File: src/rtl/sfw_defs.svh
`ifndef SFW_DEFS_SVH
`define SFW_DEFS_SVH
// Summary of operation
// - With wrap on, quad read output stays in an aligned 8/16/32/64-byte section.
// - Wrapped burst starts at given address, loops to section start until deselect.
// - Wrap setting affects only quad fast read and quad word read, serial mode.
// - Wrap disable bit zero enables wrapping; one gives linear reads.
// - Wrap length field 00/01/10/11 selects 8/16/32/64 byte sections.
// - Wrap disable bit powers up as one.
// - Wrap setting holds for all later quad reads until rewritten or software reset.
// - Quad word read keeps address lsb zero and uses two dummy clocks; the core takes the address as sent, without clearing the lsb.
// - Quad word read accepted only while quad enable bit is set.
// - Quad word read steps address after each byte, streaming while clocked.
// - Mode bits 10 make the next selection start at the address.
// - Other mode bit values return decoding to opcode first.
// - Identifier read: address 0 gives maker then device byte; address 1 reverses.
// - Dual identifier read works alike, two bits per clock.
// - Quad identifier read needs quad enable, address plus four dummy clocks.
// - Standard identifier read shifts out maker, memory type, capacity bytes.
// - Standard identifier opcode ignored while program or erase runs.
// - Deselect during output ends the read; device returns to standby.
// - Unique number read takes four dummy bytes, then shifts out 128 bits.
// - Quad fast read carries address, mode byte and four dummies four bits wide.
// - Software reset returns mode bits and wrap bits to power-on values.
// ==============================
// Opcodes
`define SFW_OP_WRAP 8'h77
`define SFW_OP_QFR 8'hEB
`define SFW_OP_QWR 8'hE7
`define SFW_OP_ID1 8'h90
`define SFW_OP_ID2 8'h92
`define SFW_OP_ID4 8'h94
`define SFW_OP_STDID 8'h9F
`define SFW_OP_UID 8'h4B
// ==============================
// Phase lengths in serial clocks, then the continuous-mode code
`define SFW_ADDR_CLK1 6'd24
`define SFW_ADDR_CLK2 6'd12
`define SFW_ADDR_CLK4 6'd6
`define SFW_MODE_CLK4 6'd2
`define SFW_DUM_QFR 6'd4
`define SFW_DUM_QWR 6'd2
`define SFW_DUM_ID4 6'd4
`define SFW_DUM_UID 6'd32
`define SFW_BYTE_CLK1 6'd8
`define SFW_CONT_CODE 2'h2
// ==============================
// Reset values
`define SFW_WRAP_DIS_RST 1'b1
`define SFW_WRAP_LEN_RST 2'h0
`endif

File: src/rtl/sfw_pkg.sv
package sfw_pkg;
   typedef enum logic [2:0] {
      SFW_OPC, SFW_ADDR, SFW_MODE, SFW_DUMMY, SFW_DATA, SFW_WRAP, SFW_IGN
   } sfw_state_t;
   // Wrap bits: length field over disable bit
   typedef struct packed {
      logic [1:0] len;
      logic dis;
   } sfw_wrap_t;
endpackage

File: src/rtl/sfw_core.sv
`include "sfw_defs.svh"
module sfw_core import sfw_pkg::*; #(
   parameter logic [7:0] MFR_ID = 8'h5A, // Arbitrary value
   parameter logic [7:0] DEV_ID = 8'h3C, // Arbitrary value
   parameter logic [7:0] MEM_TYPE = 8'h40, // Arbitrary value
   parameter logic [7:0] CAPACITY = 8'h18, // Arbitrary value
   parameter logic [127:0] UNIQUE_ID = 128'h0123_4567_89AB_CDEF_FEDC_BA98_7654_3210 // Arbitrary
) (
   input wire logic sys_clk,
   input wire logic rst,
   input wire logic cs_n,
   input wire logic sclk,
   input wire logic [3:0] io_i,
   output logic [3:0] io_o,
   output logic [3:0] io_oe,
   input wire logic quad_enable_bit,
   input wire logic busy,
   input wire logic soft_reset,
   output logic [23:0] mem_addr,
   input wire logic [7:0] mem_data,
   output sfw_wrap_t wrap_setting_bits,
   output logic cont_mode
);
   // ==============================
   // Pin synchronisers
   logic [1:0] cs_sync_q;
   logic [1:0] sck_sync_q;
   logic sck_d_q;
   logic [3:0] io_s1_q;
   logic [3:0] io_s2_q;
   logic sel;
   logic rise;
   logic fall;

   // Two flops on every pin, third for edge detection
   always_ff @(posedge sys_clk or posedge rst) begin
      if (rst) begin
         cs_sync_q <= 2'h3;
         sck_sync_q <= 2'h0;
         sck_d_q <= 1'b0;
         io_s1_q <= 4'h0;
         io_s2_q <= 4'h0;
      end else begin
         cs_sync_q <= {cs_sync_q[0], cs_n};
         sck_sync_q <= {sck_sync_q[0], sclk};
         sck_d_q <= sck_sync_q[1];
         io_s1_q <= io_i;
         io_s2_q <= io_s1_q;
      end
   end

   assign sel = ~cs_sync_q[1];
   assign rise = sel & sck_sync_q[1] & ~sck_d_q;
   assign fall = sel & ~sck_sync_q[1] & sck_d_q;

   // ==============================
   // Decode helpers
   function automatic logic is_quad(input logic [7:0] c);
      return c == `SFW_OP_QFR || c == `SFW_OP_QWR || c == `SFW_OP_ID4;
   endfunction

   function automatic logic [2:0] bus_w(input sfw_state_t s, input logic [7:0] c);
      if (s == SFW_OPC || s == SFW_WRAP) begin
         return 3'd1;
      end else if (is_quad(c)) begin
         return 3'd4;
      end else if (c == `SFW_OP_ID2) begin
         return 3'd2;
      end
      return 3'd1;
   endfunction

   function automatic logic [5:0] dummy_clks(input logic [7:0] c);
      case (c)
         `SFW_OP_QFR: return `SFW_DUM_QFR;
         `SFW_OP_QWR: return `SFW_DUM_QWR;
         `SFW_OP_ID4: return `SFW_DUM_ID4;
         default: return `SFW_DUM_UID;
      endcase
   endfunction

   // Next read address, confined to the section when wrapping
   function automatic logic [23:0] next_addr(input logic [23:0] a, input logic wrap,
                                             input logic [1:0] len);
      logic [23:0] m;
      m = {18'h0, len == 2'h3, len >= 2'h2, len != 2'h0, 3'h7};
      if (wrap) begin
         return (a & ~m) | ((a + 24'h1) & m);
      end
      return a + 24'h1;
   endfunction

   // ==============================
   // Command sequencer
   sfw_state_t st_q;
   logic [7:0] cmd_q;
   logic [5:0] cnt_q;
   logic [23:0] sh_q;
   logic [23:0] sh_n;
   logic [2:0] w;
   logic [5:0] addr_clks;
   logic [7:0] opc;
   sfw_wrap_t wrap_q;
   logic cont_q;
   logic [7:0] cont_cmd_q;
   logic phase_end;

   // Incoming bits at the current width
   always_comb begin
      w = bus_w(st_q, cmd_q);
      case (w)
         3'd4: sh_n = {sh_q[19:0], io_s2_q};
         3'd2: sh_n = {sh_q[21:0], io_s2_q[1:0]};
         default: sh_n = {sh_q[22:0], io_s2_q[0]};
      endcase
      case (w)
         3'd4: addr_clks = `SFW_ADDR_CLK4;
         3'd2: addr_clks = `SFW_ADDR_CLK2;
         default: addr_clks = `SFW_ADDR_CLK1;
      endcase
      opc = sh_n[7:0];
      case (st_q)
         SFW_OPC: phase_end = cnt_q == `SFW_BYTE_CLK1 - 6'd1;
         SFW_ADDR: phase_end = cnt_q == addr_clks - 6'd1;
         SFW_MODE: phase_end = cnt_q == `SFW_MODE_CLK4 - 6'd1;
         SFW_DUMMY: phase_end = cnt_q == dummy_clks(cmd_q) - 6'd1;
         SFW_WRAP: phase_end = cnt_q == `SFW_BYTE_CLK1 - 6'd1;
         default: phase_end = 1'b0;
      endcase
   end

   // Phase stepping on rising serial clock
   always_ff @(posedge sys_clk or posedge rst) begin
      if (rst) begin
         st_q <= SFW_OPC;
         cmd_q <= 8'h00;
         cnt_q <= 6'h00;
         sh_q <= 24'h0;
      end else if (!sel) begin
         st_q <= cont_q ? SFW_ADDR : SFW_OPC;
         cmd_q <= cont_cmd_q;
         cnt_q <= 6'h00;
         sh_q <= 24'h0;
      end else if (rise && st_q != SFW_DATA && st_q != SFW_IGN) begin
         sh_q <= sh_n;
         cnt_q <= phase_end ? 6'h00 : cnt_q + 6'd1;
         if (phase_end) begin
            case (st_q)
               SFW_OPC: begin
                  cmd_q <= opc;
                  case (opc)
                     `SFW_OP_WRAP, `SFW_OP_ID1, `SFW_OP_ID2: st_q <= SFW_ADDR;
                     `SFW_OP_QFR, `SFW_OP_QWR, `SFW_OP_ID4:
                        st_q <= quad_enable_bit ? SFW_ADDR : SFW_IGN;
                     `SFW_OP_STDID: st_q <= busy ? SFW_IGN : SFW_DATA;
                     `SFW_OP_UID: st_q <= SFW_DUMMY;
                     default: st_q <= SFW_IGN;
                  endcase
               end
               SFW_ADDR: begin
                  case (cmd_q)
                     `SFW_OP_WRAP: st_q <= SFW_WRAP;
                     `SFW_OP_QFR, `SFW_OP_QWR: st_q <= SFW_MODE;
                     `SFW_OP_ID4: st_q <= SFW_DUMMY;
                     default: st_q <= SFW_DATA;
                  endcase
               end
               SFW_MODE: st_q <= SFW_DUMMY;
               SFW_DUMMY: st_q <= SFW_DATA;
               default: st_q <= SFW_IGN;
            endcase
         end
      end
   end

   // ==============================
   // Wrap setting and continuous-read mode
   always_ff @(posedge sys_clk or posedge rst) begin
      if (rst) begin
         wrap_q <= '{len: `SFW_WRAP_LEN_RST, dis: `SFW_WRAP_DIS_RST};
      end else if (soft_reset) begin
         wrap_q <= '{len: `SFW_WRAP_LEN_RST, dis: `SFW_WRAP_DIS_RST};
      end else if (rise && st_q == SFW_WRAP && phase_end) begin
         wrap_q <= '{len: sh_n[6:5], dis: sh_n[4]};
      end
   end

   always_ff @(posedge sys_clk or posedge rst) begin
      if (rst) begin
         cont_q <= 1'b0;
         cont_cmd_q <= 8'h00;
      end else if (soft_reset) begin
         cont_q <= 1'b0;
      end else if (rise && st_q == SFW_MODE && phase_end) begin
         cont_q <= sh_n[5:4] == `SFW_CONT_CODE;
         cont_cmd_q <= cmd_q;
      end
   end

   // ==============================
   // Read pointer and output shifter
   logic [23:0] addr_q;
   logic [3:0] idx_q;
   logic [7:0] ob_q;
   logic [3:0] obc_q;
   logic [3:0] oe_q;
   logic [3:0] out_q;
   logic wrap_on;
   logic load;
   logic [7:0] src;
   logic [7:0] byte_n;

   always_comb begin
      wrap_on = !wrap_q.dis && (cmd_q == `SFW_OP_QFR || cmd_q == `SFW_OP_QWR);
      load = fall && st_q == SFW_DATA && obc_q == 4'h0;
      case (cmd_q)
         `SFW_OP_ID1, `SFW_OP_ID2, `SFW_OP_ID4:
            src = idx_q[0] ? DEV_ID : MFR_ID;
         `SFW_OP_STDID:
            src = idx_q == 4'h0 ? MFR_ID : (idx_q == 4'h1 ? MEM_TYPE : CAPACITY);
         `SFW_OP_UID: src = UNIQUE_ID[8'd127 - {idx_q, 3'h0} -: 8];
         default: src = mem_data;
      endcase
      byte_n = load ? src : ob_q;
   end

   // Address and identifier byte index
   always_ff @(posedge sys_clk or posedge rst) begin
      if (rst) begin
         addr_q <= 24'h0;
         idx_q <= 4'h0;
      end else if (!sel) begin
         idx_q <= 4'h0;
      end else if (rise && st_q == SFW_ADDR && phase_end) begin
         addr_q <= sh_n;
         idx_q <= {3'h0, sh_n[0]};
      end else if (load) begin
         addr_q <= next_addr(addr_q, wrap_on, wrap_q.len);
         if (cmd_q == `SFW_OP_STDID && idx_q == 4'h2) begin
            idx_q <= 4'h0;
         end else begin
            idx_q <= idx_q + 4'h1;
         end
      end
   end

   // Drive data on falling serial clock
   always_ff @(posedge sys_clk or posedge rst) begin
      if (rst) begin
         ob_q <= 8'h00;
         obc_q <= 4'h0;
         oe_q <= 4'h0;
         out_q <= 4'h0;
      end else if (!sel) begin
         obc_q <= 4'h0;
         oe_q <= 4'h0;
      end else if (fall && st_q == SFW_DATA) begin
         case (w)
            3'd4: begin
               out_q <= byte_n[7:4];
               oe_q <= 4'hF;
               ob_q <= {byte_n[3:0], 4'h0};
            end
            3'd2: begin
               out_q <= {2'h0, byte_n[7:6]};
               oe_q <= 4'h3;
               ob_q <= {byte_n[5:0], 2'h0};
            end
            default: begin
               out_q <= {2'h0, byte_n[7], 1'b0};
               oe_q <= 4'h2;
               ob_q <= {byte_n[6:0], 1'b0};
            end
         endcase
         obc_q <= (load ? 4'h8 : obc_q) - {1'b0, w};
      end
   end

   assign io_o = out_q;
   assign io_oe = oe_q;
   assign mem_addr = addr_q;
   assign wrap_setting_bits = wrap_q;
   assign cont_mode = cont_q;
endmodule

File: config.mk
export PLATFORM = sky130hd
export DESIGN_NAME = sfw_core
export DESIGN_NICKNAME = d
export VERILOG_FILES = /design/src/rtl/sfw_pkg.sv /design/src/rtl/sfw_core.sv
export VERILOG_INCLUDE_DIRS = /design/src /design/src/rtl
export SDC_FILE = /design/constraint.sdc
export NUM_CORES = 1
export LEC_CHECK = 0
export ABC_AREA = 1
export ABC_CLOCK_PERIOD_IN_PS = 8800
export BUFFER_PORTS_ARGS = -buffer_cell sky130_fd_sc_hd__buf_2
export CAP_MARGIN = 0
export CELL_PAD_IN_SITES_DETAIL_PLACEMENT = 0
export CELL_PAD_IN_SITES_GLOBAL_PLACEMENT = 1
export CORE_ASPECT_RATIO = 0.7
export CORE_MARGIN = 1.5
export CORE_UTILIZATION = 40
export DETAILED_ROUTE_END_ITERATION = 7
export GPL_ROUTABILITY_DRIVEN = 0
export PLACE_DENSITY_LB_ADDON = 0.1
export SYNTH_ARGS = -nofsm -noshare
export SYNTH_HDL_FRONTEND = slang
export SYNTH_SLANG_ARGS = --single-unit
File: constraint.sdc
create_clock -name sys_clk -period 8.8 [get_ports sys_clk]
set_input_delay 0.88 -clock sys_clk [delete_from_list [all_inputs] [get_ports sys_clk]]
set_output_delay 0.88 -clock sys_clk [all_outputs]
set_load 0.05 [all_outputs]
Word level (Yosys, flattened, before mapping):

Cells that the tools add are included.

* register bits: 113
* input bits: 19
* output and inout bits: 36
* word-level logic and storage cells: 171

* add/subtract/negate cells: 7
* magnitude comparators: 1
* equal/unequal tests: 33
* shift-type cells: 1
* mux-type cells: 59
* bitwise logic cells: 12
* reductions and logical operators: 39

Operators with widths (count)
* $shiftx 135x9->8 const A: 1
* $eq 8x8->1 const B: 12
* $mux 24: 4
* $pmux 24 s2: 1
* $mux 23: 2
* $mux 8: 5
* $mux 4: 9
* $eq 8x7->1 const B: 4
* $mux 3: 10
* $add 24x1->24 const B: 1
* $and 24x24->24: 1
* $and 24x6->24: 1
* $mux 6: 4
* $not 6->24: 1
* $or 24x24->24: 1
* $pmux 3 s4: 2
* $pmux 8 s3: 1
* $mux 7: 3
* $pmux 4 s2: 2
* $pmux 8 s2: 1
* $reduce_bool 2->1: 8
* $eq 6x6->1: 2
* $logic_and 1x1->1: 12
* $pmux 6 s2: 1
* other kinds (31): 63

Longest topological paths before layout:

Gate-level depths: netlist of the first run.

* depth after elaboration: 17
* mapped depth: 23
* depth with buffers taken out: 21

Worst setup path after synthesis of the first run:

Ideal clock, no wire load.

* path type: reg2reg
* start point: register addr_q[1], in the netlist mem_addr[1]
* end point: register addr_q[18], in the netlist mem_addr[18]
* library setup time: 0.118 ns
* data arrival time: 2.582 ns
* setup slack: 6.100 ns
* stages on the path, launching flop included: 16
* path buffers: 0
* period minus slack after synthesis: 2.700 ns
* cell sequence: dfrtp_1 ha_1 nand3_1 nor2_1 inv_1 nor3_2 nand2_1 nor3_1 nand3_1 nor2_1 nand2_1 nor3b_1 nand2_1 o21ai_1 nand2_1 nand2_1

* cells in the longest elaborated chain, start to end: 7

Ends and longest elaborated chain
* from (decl): RTL line sfw_core.sv:202 `logic [23:0] addr_q;`
* from (signal assigned): RTL line sfw_core.sv:235 `addr_q <= sh_n;`
* from (signal assigned): RTL line sfw_core.sv:238 `addr_q <= next_addr(addr_q, wrap_on, wrap_q.len);`
* $add 24x1->24 *: RTL line sfw_core.sv:88, sfw_core.sv:90
* $and 24x6->24: RTL line sfw_core.sv:88 `return (a & ~m) | ((a + 24'h1) & m);`
* $or 24x24->24: RTL line sfw_core.sv:88
* $mux 24: RTL line sfw_core.sv:87 `if (wrap) begin`
* $mux 24 *: RTL line sfw_core.sv:90 `return a + 24'h1;`
* $mux 24 *: RTL line sfw_core.sv:237 `end else if (load) begin`
* $mux 24 *: RTL line sfw_core.sv:234 `end else if (rise && st_q == SFW_ADDR && phase_end) begin`

Mark *: on every way between the ends. The rest lies on a longest branch, timed or not. The select of a mux whose other input is x is not followed.
A chain may end at the register's enable or synchronous reset.

Worst setup path after layout of the first run:

* start point: register st_q[0]
* end point: register addr_q[22], in the netlist mem_addr[22]

* cells in the longest elaborated chain, start to end: 12
* elaborated cells between the ends (all ways): 25
* classes of those cells: add/sub (1); eq/ne (8); mux (7); reduce/logical (9)

Ends and longest elaborated chain
* from (decl): RTL line sfw_core.sv:95 `sfw_state_t st_q;`
* from (signal assigned): RTL line sfw_core.sv:140 `st_q <= cont_q ? SFW_ADDR : SFW_OPC;`
* from (signal assigned): RTL line sfw_core.sv:154 `st_q <= quad_enable_bit ? SFW_ADDR : SFW_IGN;`
* from (signal assigned): RTL line sfw_core.sv:155 `` `SFW_OP_STDID: st_q <= busy ? SFW_IGN : SFW_DATA; ``
* $eq 3x3->1 / $logic_not 3->1 (equally long branches): RTL line sfw_core.sv:63, sfw_core.sv:122
* $logic_or 1x1->1: RTL line sfw_core.sv:63 `if (s == SFW_OPC || s == SFW_WRAP) begin`
* $mux 3 / $mux 1 (equally long branches): RTL line sfw_core.sv:63
* $mux 3: RTL line sfw_core.sv:70 `return 3'd1;`
* $eq 3x2->1 / $eq 3x3->1 (equally long branches): RTL line sfw_core.sv:111, sfw_core.sv:116
* $pmux 5 s2: RTL line sfw_core.sv:116 `case (w)`
* $sub 6x1->6: RTL line sfw_core.sv:124 `SFW_ADDR: phase_end = cnt_q == addr_clks - 6'd1;`
* $eq 6x6->1: RTL line sfw_core.sv:124
* $pmux 1 s4: RTL line sfw_core.sv:122 `case (st_q)`
* $logic_and 1x1->1: RTL line sfw_core.sv:234
* $reduce_bool 2->1 (no line)
* $reduce_and 2->1 (no line)

Parallel ways exist; a longest one is shown, timed or not.

==> run_results.csv, run 1 <==
group,metric,value,unit
run_status,status,"completed",
setup_path,max_stage_delay,0.85,ns
global_routing,antenna_found_initial,0,
timing,slew_headroom,33.5,%
clock_network,post_cts_buffers,0,
clock_network,cts.sinks,111,
floorplanning,die_h,112,µm
clock_network,tritoncts,"done",
setup_path,reg2regPathDepth,11,
global_routing,grt_overflow,0,
synth,avgSynthCellArea,7.26,µm²
drt,antenna_left,0,
hold_path,hold_path_depth,0,
timing,fmax,0.260,GHz
setup_path,critical_path.top_delay_family,"simple AND/OR/NAND/NOR gates",
setup_path,cp_cell_sequence,"nor2_1 > nand2_1 > nor4_2 > inv_1 > nor3_2 > inv_1 > o21ai_2 > buf_4 > inv_2 > nand2_1 > nand2_1",
setup_path,path_class,"reg2reg",
synth,syn_area,0.00673,mm²
power_and_ir_drop,clkPwrFrac,36.7,%
floorplanning,core-area,0.0164,mm²
timing,finalCritPeriodShare,43.6,%
setup_path,slowest_stage,"nor3_2",
power_and_ir_drop,p_leak,0.00345,µW
power_and_ir_drop,worst_ir_drop_vdd,108,µV
timing,clock_skew,0.0116,ns
setup_path,cp.depth,11,
run,max_cap_viol_count,0,
clock_network,postCtsHoldBufs,0,
clock_network,root_buffer,"clkbuf_16",
floorplanning,die_w,158,µm
timing,rsz0062_at_grt,"false",
setup_path,start_kind,"flip-flop",
timing,hold_viol,0,
setup_path,path_buf_inv,4,
power_and_ir_drop,powerDensity,151,mW/mm²
timing,setup_viol,0,
drt,wl_per_cell,15.7,µm
finish,drive_above_1_share,11.6,%
global_routing,first_global_vias,5676,
hold_path,hp-class,"reg2reg",
clock_network,cts_max_level,3,
finish,areaGrowthSynthToFinish,9.95,%
drt,drc,0,
timing,final_max_slew_viol_count,0,
global_routing,grt_usage,22.7,%
synth,seq_area_frac_synth,41.3,%
floorplanning,num_rows,39,
synth,synth-seq-cells,111,
finish,fin_nets,992,
synth,yosysWarnings,0,
clock_network,cts_made_buffers,9,
power_and_ir_drop,internal_power,779,µW
floorplanning,die-area,0.0176,mm²
synth,synthCells,927,
synth,syn_nets,958,
setup_path,end_kind,"flip-flop",
drt,vias,6162,
setup_path,required,9.06,ns
global_routing,grt_pass1_wl,30.9,mm
power_and_ir_drop,switching_share,30.4,%
timing,worst_slew_pin_slew,0.992,ns
drt,drt_iter0_markers,643,
timing,whs,0.351,ns
finish,n_fill_cell,1715,
setup_path,cp.arrival,4.10,ns
drt,routed_wl,18.7,mm
timing,fin_tns_setup,0,ns
synth,synth.distinct_cells,49,
clock_network,clk_pin_slew_worst_paths,0.08,ns
clock_network,ctsResizeCount,0,
clock_network,clk_latency,0.37,ns
drt,post_drt_via_cell_ratio,5.17,
power_and_ir_drop,p_switching,340,µW
placed_design,place_hpwl,13.6,mm
power_and_ir_drop,seq_power_share,49.7,%
setup_path,path_max_fanout,23,
floorplanning,io_pins,55,
power_and_ir_drop,comb_power_share,13.5,%
placed_design,io_buffers,54,
timing,fin_crit,3.84,ns
clock_network,clockBufferDepth,2,
finish,n_antenna_cell,0,
setup_path,cp_common_cell,"nand2_1",
drt,firstDrtPassIters,5,
global_routing,grt_max_degree,65,
floorplanning,initial_utilization,41.0,%
layer usage:
layer	up-vias	track usage, %	wire [µm]
met3	6	4.48	966
li1	3135	-	-
met5	-	0	0
met2	171	30.7	7270
met1	2850	37.0	10300
met4	0	3.93	104
layout by cell type (no fill, tap or decap), types with 5 or more instances in the layout:
cell type  instances
xor2_1            12
nand3_1           77
nor2_1            75
o21ai_0           50
inv_2              7
nand2_2            9
a31oi_1            5
inv_1             99
o21ai_1           28
nand2_1          251
o22ai_1           42
clkbuf_16          9
ha_1              11
a21oi_1           41
nor3_1            12
dfrtp_1          108
buf_2             54
nand4_1           11
o211ai_1           6
nor2_2             5
registers in the layout (all words and copies together) (netlist names), 4 cells and up, named ones only:
signal and flops:
cmd_q 8, cnt_q 6, cont_cmd_q 8, idx_q 4, io_o 4, io_s1_q 4
io_s2_q 4, mem_addr 21, ob_q 7, obc_q 4, sh_q 23
metrics by stage:
stage	instances	cell area [µm²]	util [%]	worst slack, ns	total power, µW
final	1191	7400	45.1	4.96	1120
after global routing	1191	7400	45.1	4.51	1180
after CTS	1191	7400	45.1	4.95	1140
after detailed placement	1175	7110	43.3	4.95	719
after global placement	1175	7110	43.3	4.86	722
after floorplan	927	6730	-	4.99	679
synth_stat cells (all sizes together):
cell     count  area (µm²)
buf         20         149
a2bb2oi      1        8.76
a22oi        2        15.0
o211ai       6        45.0
a31oi        5        31.3
a221oi       1        8.76
nor3b        2        15.0
o22ai       42         263
ha          11         138
nand3       79         405
or2          3        18.8
xnor2        4        35.0
fa           1        20.0
nand4       11        68.8
nor4         2        18.8
clkbuf      15        57.6
o311ai       1        8.76
a21oi       41         205
inv        107         402
o21ai       81         417
o21a         2        15.0
nor2        82         335
dfrtp      108        2700
nand3b       1        7.51
nor3        14        80.1
xor2        12         105
nand2      261        1010
o31ai        1        7.51
o21bai       1        7.51
a211oi       2        15.0
o32ai        1        8.76
dfstp        3        78.8
o221ai       2        17.5
clkinv       2        7.51
power groups by stage:
stage	Sequential (µW)	Clock, µW	Combinational [µW]
after floorplan	594	0	85.0
after global placement	568	0	154
after detailed placement	567	0	153
after CTS	557	427	153
after global routing	561	448	171
final	557	411	152
worst register-to-register path, delay by kind of cell, from the launching register on:
kind	cells	cell delay, ns
flip-flops	1	0.46
buffers and inverters	4	1.33
AND/OR/NAND/NOR	6	1.74
AO/OA/AOI/OAI	1	0.22
final cells by class:
class                   instances  area, µm²  area share [%]
clock buffers                   9        225            3.04
clock inverters                 7       66.3           0.896
inverters                     109        412            5.56
multi-input cells             672       3330            45.0
flip-flops and latches        111       2780            37.6
well taps                     225        282            3.81
repair buffers                 58        300            4.06
final timing paths:
path	startpoint	end	slack, ns
min in group asynchronous	rst	mem_addr[13]$_DFFE_PP0P_	0.69
max in group asynchronous	rst	cont_cmd_q[0]$_DFFE_PP0P_	6.96
hold reg to reg	io_s1_q[1]$_DFF_PP0_	io_s2_q[1]$_DFF_PP0_	0.35
hold / removal	io_s1_q[1]$_DFF_PP0_	io_s2_q[1]$_DFF_PP0_	0.35
setup reg to reg	st_q[0]$_DFFE_PP0P_	mem_addr[22]$_DFFE_PP0P_	4.96
setup / recovery	st_q[0]$_DFFE_PP0P_	mem_addr[22]$_DFFE_PP0P_	4.96
cells by family (layout without fill, tap and decap cells):
group,after synthesis,in the layout,share of synthesized area [%]
adder cells (fa/ha/maj),12,12,2.34
AO/OA/AOI/OAI,189,189,16.0
flip-flops,111,111,41.3
XOR/XNOR,16,16,2.08
AND/OR/NAND/NOR,455,455,29.1
buffers and inverters,144,183,9.15
Note: power is estimated with default switching activity, not from simulation.
==> run 2: changes to the inputs <==
--- a/config.mk
+++ b/config.mk
@@ -7,7 +7,7 @@
 export NUM_CORES = 1
 export LEC_CHECK = 0
 export ABC_AREA = 1
-export ABC_CLOCK_PERIOD_IN_PS = 8800
+export ABC_CLOCK_PERIOD_IN_PS = 3600
 export BUFFER_PORTS_ARGS = -buffer_cell sky130_fd_sc_hd__buf_2
 export CAP_MARGIN = 0
 export CELL_PAD_IN_SITES_DETAIL_PLACEMENT = 0
==> constraint.sdc (replaced) <==
create_clock -name sys_clk -period 3.6 [get_ports sys_clk]
set_input_delay 0.36 -clock sys_clk [delete_from_list [all_inputs] [get_ports sys_clk]]
set_output_delay 0.36 -clock sys_clk [all_outputs]
set_load 0.05 [all_outputs]
==> run_results.csv, run 2 (synthesis gave the netlist of run 1 again) <==
group,metric,value,unit
run_status,status,"completed",
power_and_ir_drop,finalPower,2740,µW
finish,final_common_cell,"nand2_1",
drt,post_drt_via_cell_ratio,5.18,
timing,hold_viol,0,
timing,slew_headroom,55.1,%
drt,drt_iter0_markers,455,
timing,fin_tns_setup,0,ns
setup_path,timing.rr.start,"st_q[2]$_DFFE_PP0P_",
floorplanning,initial_utilization,41.0,%
setup_path,required,3.83,ns
finish,final_cell_mix,"nand2_1 (251), dfrtp_1 (108), inv_1 (99), nand3_1 (77), nor2_1 (74)",
power_and_ir_drop,worst_ir_drop_vdd,261,µV
power_and_ir_drop,p_switching,840,µW
clock_network,clockBufferDepth,2,
floorplanning,core-area,0.0164,mm²
setup_path,cp.arrival,3.46,ns
timing,final_max_slew_viol_count,0,
placed_design,dp.cells,1189,
timing,setup_viol,0,
setup_path,end_kind,"flip-flop",
global_routing,grt_overflow,0,
timing,worst_slew_pin_slew,0.674,ns
setup_path,reg2reg_to,"cmd_q[4]$_DFFE_PP0P_",
clock_network,clk_pin_slew_worst_paths,0.08,ns
power_and_ir_drop,p_leak,0.00352,µW
power_and_ir_drop,comb_power_share,13.9,%
drt,routed_wl,19.3,mm
power_and_ir_drop,seq_power_share,49.7,%
power_and_ir_drop,powerDensity,366,mW/mm²
global_routing,grt_usage,23.3,%
floorplanning,num_rows,39,
drt,drc,0,
drt,firstDrtPassIters,5,
finish,drive_above_1_share,13.0,%
drt,wl_per_cell,16.0,µm
clock_network,root_buffer,"clkbuf_16",
floorplanning,die_h,112,µm
timing,fin_crit,3.23,ns
floorplanning,die_w,158,µm
finish,n_antenna_cell,0,
run,max_cap_viol_count,0,
timing,layout_setup_ws,0.371,ns
setup_path,path_max_fanout,16,
setup_path,reg2reg_slack,0.37,ns
global_routing,first_global_vias,5837,
clock_network,cts_max_level,3,
setup_path,path_class,"reg2reg",
placed_design,io_buffers,54,
power_and_ir_drop,clkPwrFrac,36.4,%
timing,clock_skew,0.00770,ns
global_routing,grt_max_degree,62,
clock_network,cts_made_buffers,9,
global_routing,antenna_found_initial,0,
placed_design,dp_slack,0.399,ns
hold_path,hp-class,"in2async",
finish,final_cells,1205,
clock_network,cts.sinks,111,
clock_network,postCtsHoldBufs,0,
global_routing,grt_pass1_wl,31.9,mm
drt,antenna_left,0,
power_and_ir_drop,switching_share,30.6,%
setup_path,start_kind,"flip-flop",
floorplanning,io_pins,55,
finish,n_fill_cell,1729,
finish,fin_nets,1006,
clock_network,clk_latency,0.36,ns
placed_design,place_hpwl,14.3,mm
floorplanning,die-area,0.0176,mm²
timing,finalCritPeriodShare,89.7,%
timing,rsz0062_at_grt,"false",
clock_network,tritoncts,"done",
finish,areaGrowthSynthToFinish,11.6,%
drt,vias,6240,
power_and_ir_drop,internal_power,1900,µW
finish,largest-register,"sh_q",
timing,fmax,0.310,GHz
finish,final_util,45.8,%
finish,largest_register_ffs,23,
setup_path,reg2regPathDepth,15,
[run 2: how the worst max path moves through the flow]
stage | from | to | slack (ns) | cells past startpoint
floorplan | rst | async pin | 0.31 | 1
global placement | st_q[2]$_DFFE_PP0P_ | st_q[1]$_DFFE_PP0P_ | 0.38 | 20
detailed placement | st_q[2]$_DFFE_PP0P_ | st_q[1]$_DFFE_PP0P_ | 0.40 | 20
CTS | st_q[2]$_DFFE_PP0P_ | st_q[1]$_DFFE_PP0P_ | 0.38 | 20
global route | st_q[2]$_DFFE_PP0P_ | cmd_q[4]$_DFFE_PP0P_ | 0.02 | 16
finish | st_q[2]$_DFFE_PP0P_ | cmd_q[4]$_DFFE_PP0P_ | 0.37 | 15
[run 2: repair_timing]
action                                  4_1_cts  5_1_grt
buffers inserted                              0        0
endpoints found under the setup margin        0        1
gates resized for setup                       0        1
[run 2: layout make-up]
cell class	count	area (µm²)	area share, %
clock buffers	9	225	3.00
inverters	109	412	5.48
well taps	225	282	3.75
flip-flops and latches	111	2780	37.1
clock inverters	7	55.1	0.733
repair buffers	72	418	5.57
multi-input cells	672	3330	44.4
[run 2: metal layers]
| layer | vias up | routed length (µm) | track usage (%) |
|---|---|---|---|
| met1 | 2873 | 10600 | 39.0 |
| li1 | 3165 | - | - |
| met2 | 190 | 7240 | 29.9 |
| met3 | 12 | 1310 | 4.28 |
| met4 | 0 | 179 | 5.23 |
| met5 | - | 0 | 0 |
[run 2: per-stage QoR]
step	area, µm²	hold slack (ns)
floorplan	6730	0.331
detailed placement	7220	0.336
finish	7510	0.0870
global placement	7220	0.331
global route	7510	0.0690
CTS	7500	0.0753
[run 2: critical path, stage by stage, from the launching register on]
cell and delay (ns):
dfrtp_1 0.56, inv_1 0.12, nand2_2 0.13, nand2_2 0.09, inv_2 0.19, nand2_2 0.29
nand2_1 0.28, nand2_1 0.10, nand3_1 0.07, o21ai_1 0.06, nor2_1 0.18, nand3_1 0.16
nand2_2 0.19, nand2_1 0.12, nand2_1 0.36, o21ai_0 0.16
[run 2: power by group through the flow]
stage | clock network, µW | logic [µW] | registers [µW]
3_5_place_dp | 0 | 381 | 1390
3_3_place_gp | 0 | 386 | 1390
5_1_grt | 1080 | 427 | 1370
4_1_cts | 1020 | 383 | 1360
2_1_floorplan | 0 | 208 | 1450
6_report | 999 | 381 | 1360
==> run 3: changes to the inputs <==
--- a/config.mk
+++ b/config.mk
@@ -17,6 +17,7 @@
 export CORE_UTILIZATION = 40
 export DETAILED_ROUTE_END_ITERATION = 7
 export GPL_ROUTABILITY_DRIVEN = 0
+export HOLD_SLACK_MARGIN = 0.12
 export PLACE_DENSITY_LB_ADDON = 0.1
 export SYNTH_ARGS = -nofsm -noshare
 export SYNTH_HDL_FRONTEND = slang
==> run_results.csv, run 3 (synthesis gave the netlist of run 1 again) <==
group,metric,value,unit
timing,setup_viol,0,
drt,wl_per_cell,15.9,µm
clock_network,cts.sinks,111,
run_status,status,"completed",
drt,firstDrtPassIters,6,
drt,post_drt_via_cell_ratio,5.19,
drt,drt_iter0_markers,486,
timing,fin_crit,3.22,ns
floorplanning,initial_utilization,41.0,%
timing,final_max_slew_viol_count,0,
setup_path,max_stage_delay,0.58,ns
global_routing,grt_max_degree,62,
power_and_ir_drop,worst_ir_drop_vdd,261,µV
clock_network,post_cts_buffers,0,
floorplanning,core-area,0.0164,mm²
timing,rsz0062_at_grt,"false",
drt,routed_wl,19.3,mm
timing,finalCritPeriodShare,89.3,%
drt,antenna_left,0,
finish,drive_above_1_share,12.9,%
clock_network,clk_latency,0.36,ns
finish,final_common_cell,"nand2_1",
global_routing,grt_overflow,0,
run,max_cap_viol_count,0,
setup_path,cp.arrival,3.44,ns
setup_path,path_buf_inv,2,
timing,hold_viol,0,
drt,vias,6289,
placed_design,place_area,0.00722,mm²
floorplanning,die_h,112,µm
power_and_ir_drop,powerDensity,363,mW/mm²
timing,slew_headroom,55.5,%
clock_network,cts_made_buffers,9,
setup_path,path_max_fanout,16,
power_and_ir_drop,p_switching,844,µW
setup_path,start_kind,"flip-flop",
placed_design,io_buffers,54,
timing,layout_setup_ws,0.384,ns
power_and_ir_drop,seq_power_share,49.6,%
timing,clock_skew,0.00666,ns
global_routing,grt_pass1_wl,32.0,mm
placed_design,place_hpwl,14.3,mm
power_and_ir_drop,internal_power,1910,µW
timing,fmax,0.311,GHz
setup_path,path_class,"reg2reg",
setup_path,slowest_stage,"dfrtp_1",
finish,final_util,46.2,%
setup_path,critical_path.top_delay_family,"simple AND/OR/NAND/NOR gates",
finish,largest-register,"sh_q",
power_and_ir_drop,clkPwrFrac,36.4,%
clock_network,clk_pin_slew_worst_paths,0.08,ns
finish,fin_nets,1013,
power_and_ir_drop,switching_share,30.6,%
finish,final_cell_mix,"nand2_1 (251), dfrtp_1 (108), inv_1 (99), nand3_1 (77), nor2_1 (74)",
setup_path,required,3.83,ns
global_routing,antenna_found_initial,0,
floorplanning,num_rows,39,
drt,drc,0,
hold_path,hp-class,"in2reg",
setup_path,cp_cell_sequence,"inv_1 > nand2_2 > nand2_2 > inv_2 > nand2_2 > nand2_1 > nand2_1 > nand3_1 > o21ai_1 > nor2_1 > nand3_1 > nand2_2 > nand2_1 > nand2_1 > o21ai_0",
clock_network,root_buffer,"clkbuf_16",
placed_design,dp_slack,0.399,ns
clock_network,tritoncts,"done",
floorplanning,io_pins,55,
power_and_ir_drop,p_leak,0.00355,µW
floorplanning,die-area,0.0176,mm²
floorplanning,die_w,158,µm
timing,worst_slew_pin_slew,0.668,ns
setup_path,end_kind,"flip-flop",
timing,fin_tns_setup,0,ns
clock_network,cts_max_level,3,
power_and_ir_drop,comb_power_share,14.1,%
global_routing,first_global_vias,5879,
finish,areaGrowthSynthToFinish,12.6,%
finish,n_antenna_cell,0,
power_and_ir_drop,finalPower,2750,µW
finish,stdcell_area,0.00758,mm²
finish,largest_register_ffs,23,
global_routing,grt_usage,23.4,%
clock_network,clockBufferDepth,2,
[run 3: path summary, 6_finish.rpt]
path	start	endpoint	slack, ns	cells past startpoint
worst max register to register	st_q[2]$_DFFE_PP0P_	cmd_q[4]$_DFFE_PP0P_	0.38	15
worst min-delay path	soft_reset	wrap_setting_bits[1]$_DFFE_PP0P_	0.21	2
worst min register to register	io_s1_q[2]$_DFF_PP0_	io_s2_q[2]$_DFF_PP0_	0.35	0
worst max-delay path	st_q[2]$_DFFE_PP0P_	cmd_q[4]$_DFFE_PP0P_	0.38	15
max in group asynchronous	rst	ob_q[5]$_DFFE_PP0P_	2.19	4
min in group asynchronous	rst	mem_addr[7]$_DFFE_PP0P_	0.64	3
[run 3: worst register-to-register path, delay by kind of cell, from the launching register on]
kind / cells / cell delay, ns
compound gates: 2 / 0.22
buf+inv: 2 / 0.32
simple gates: 11 / 1.96
flops: 1 / 0.58
[run 3: routing by layer]
layer  part of all wire (%)  wire length [µm]  global-route usage (%)
met1                     55             10500                    39.1
met5                      0                 0                       0
met3                    7.2              1380                    4.28
met2                     37              7200                    30.1
met4                    1.0               196                    5.23
[run 3: through the flow]
step | std cells | hold slack (ns)
CTS | 1212 | 0.202
global placement | 1189 | 0.331
finish | 1212 | 0.211
floorplan | 927 | 0.331
detailed placement | 1189 | 0.336
global route | 1212 | 0.219
[run 3: final cells by class]
class | count | area (µm²)
timing repair buffer | 79 | 488
inverter | 109 | 412
clock inverter | 7 | 55.1
fill | 1721 | 8820
tap | 225 | 282
multi-input combinational | 672 | 3330
sequential | 111 | 2780
clock buffer | 9 | 225
[run 3: power groups by stage]
stage                     clock network [µW]  registers (µW)  logic [µW]
after global routing                    1080            1370         434
after floorplan                            0            1450         208
after detailed placement                   0            1390         381
after global placement                     0            1390         386
after CTS                               1020            1360         389
final                                   1000            1370         387
[run 3: repair_timing]
action,in CTS,in global routing
setup endpoints to repair,0,1
hold buffers,7,0
hold endpoints to repair,12,0
resized for setup,0,1
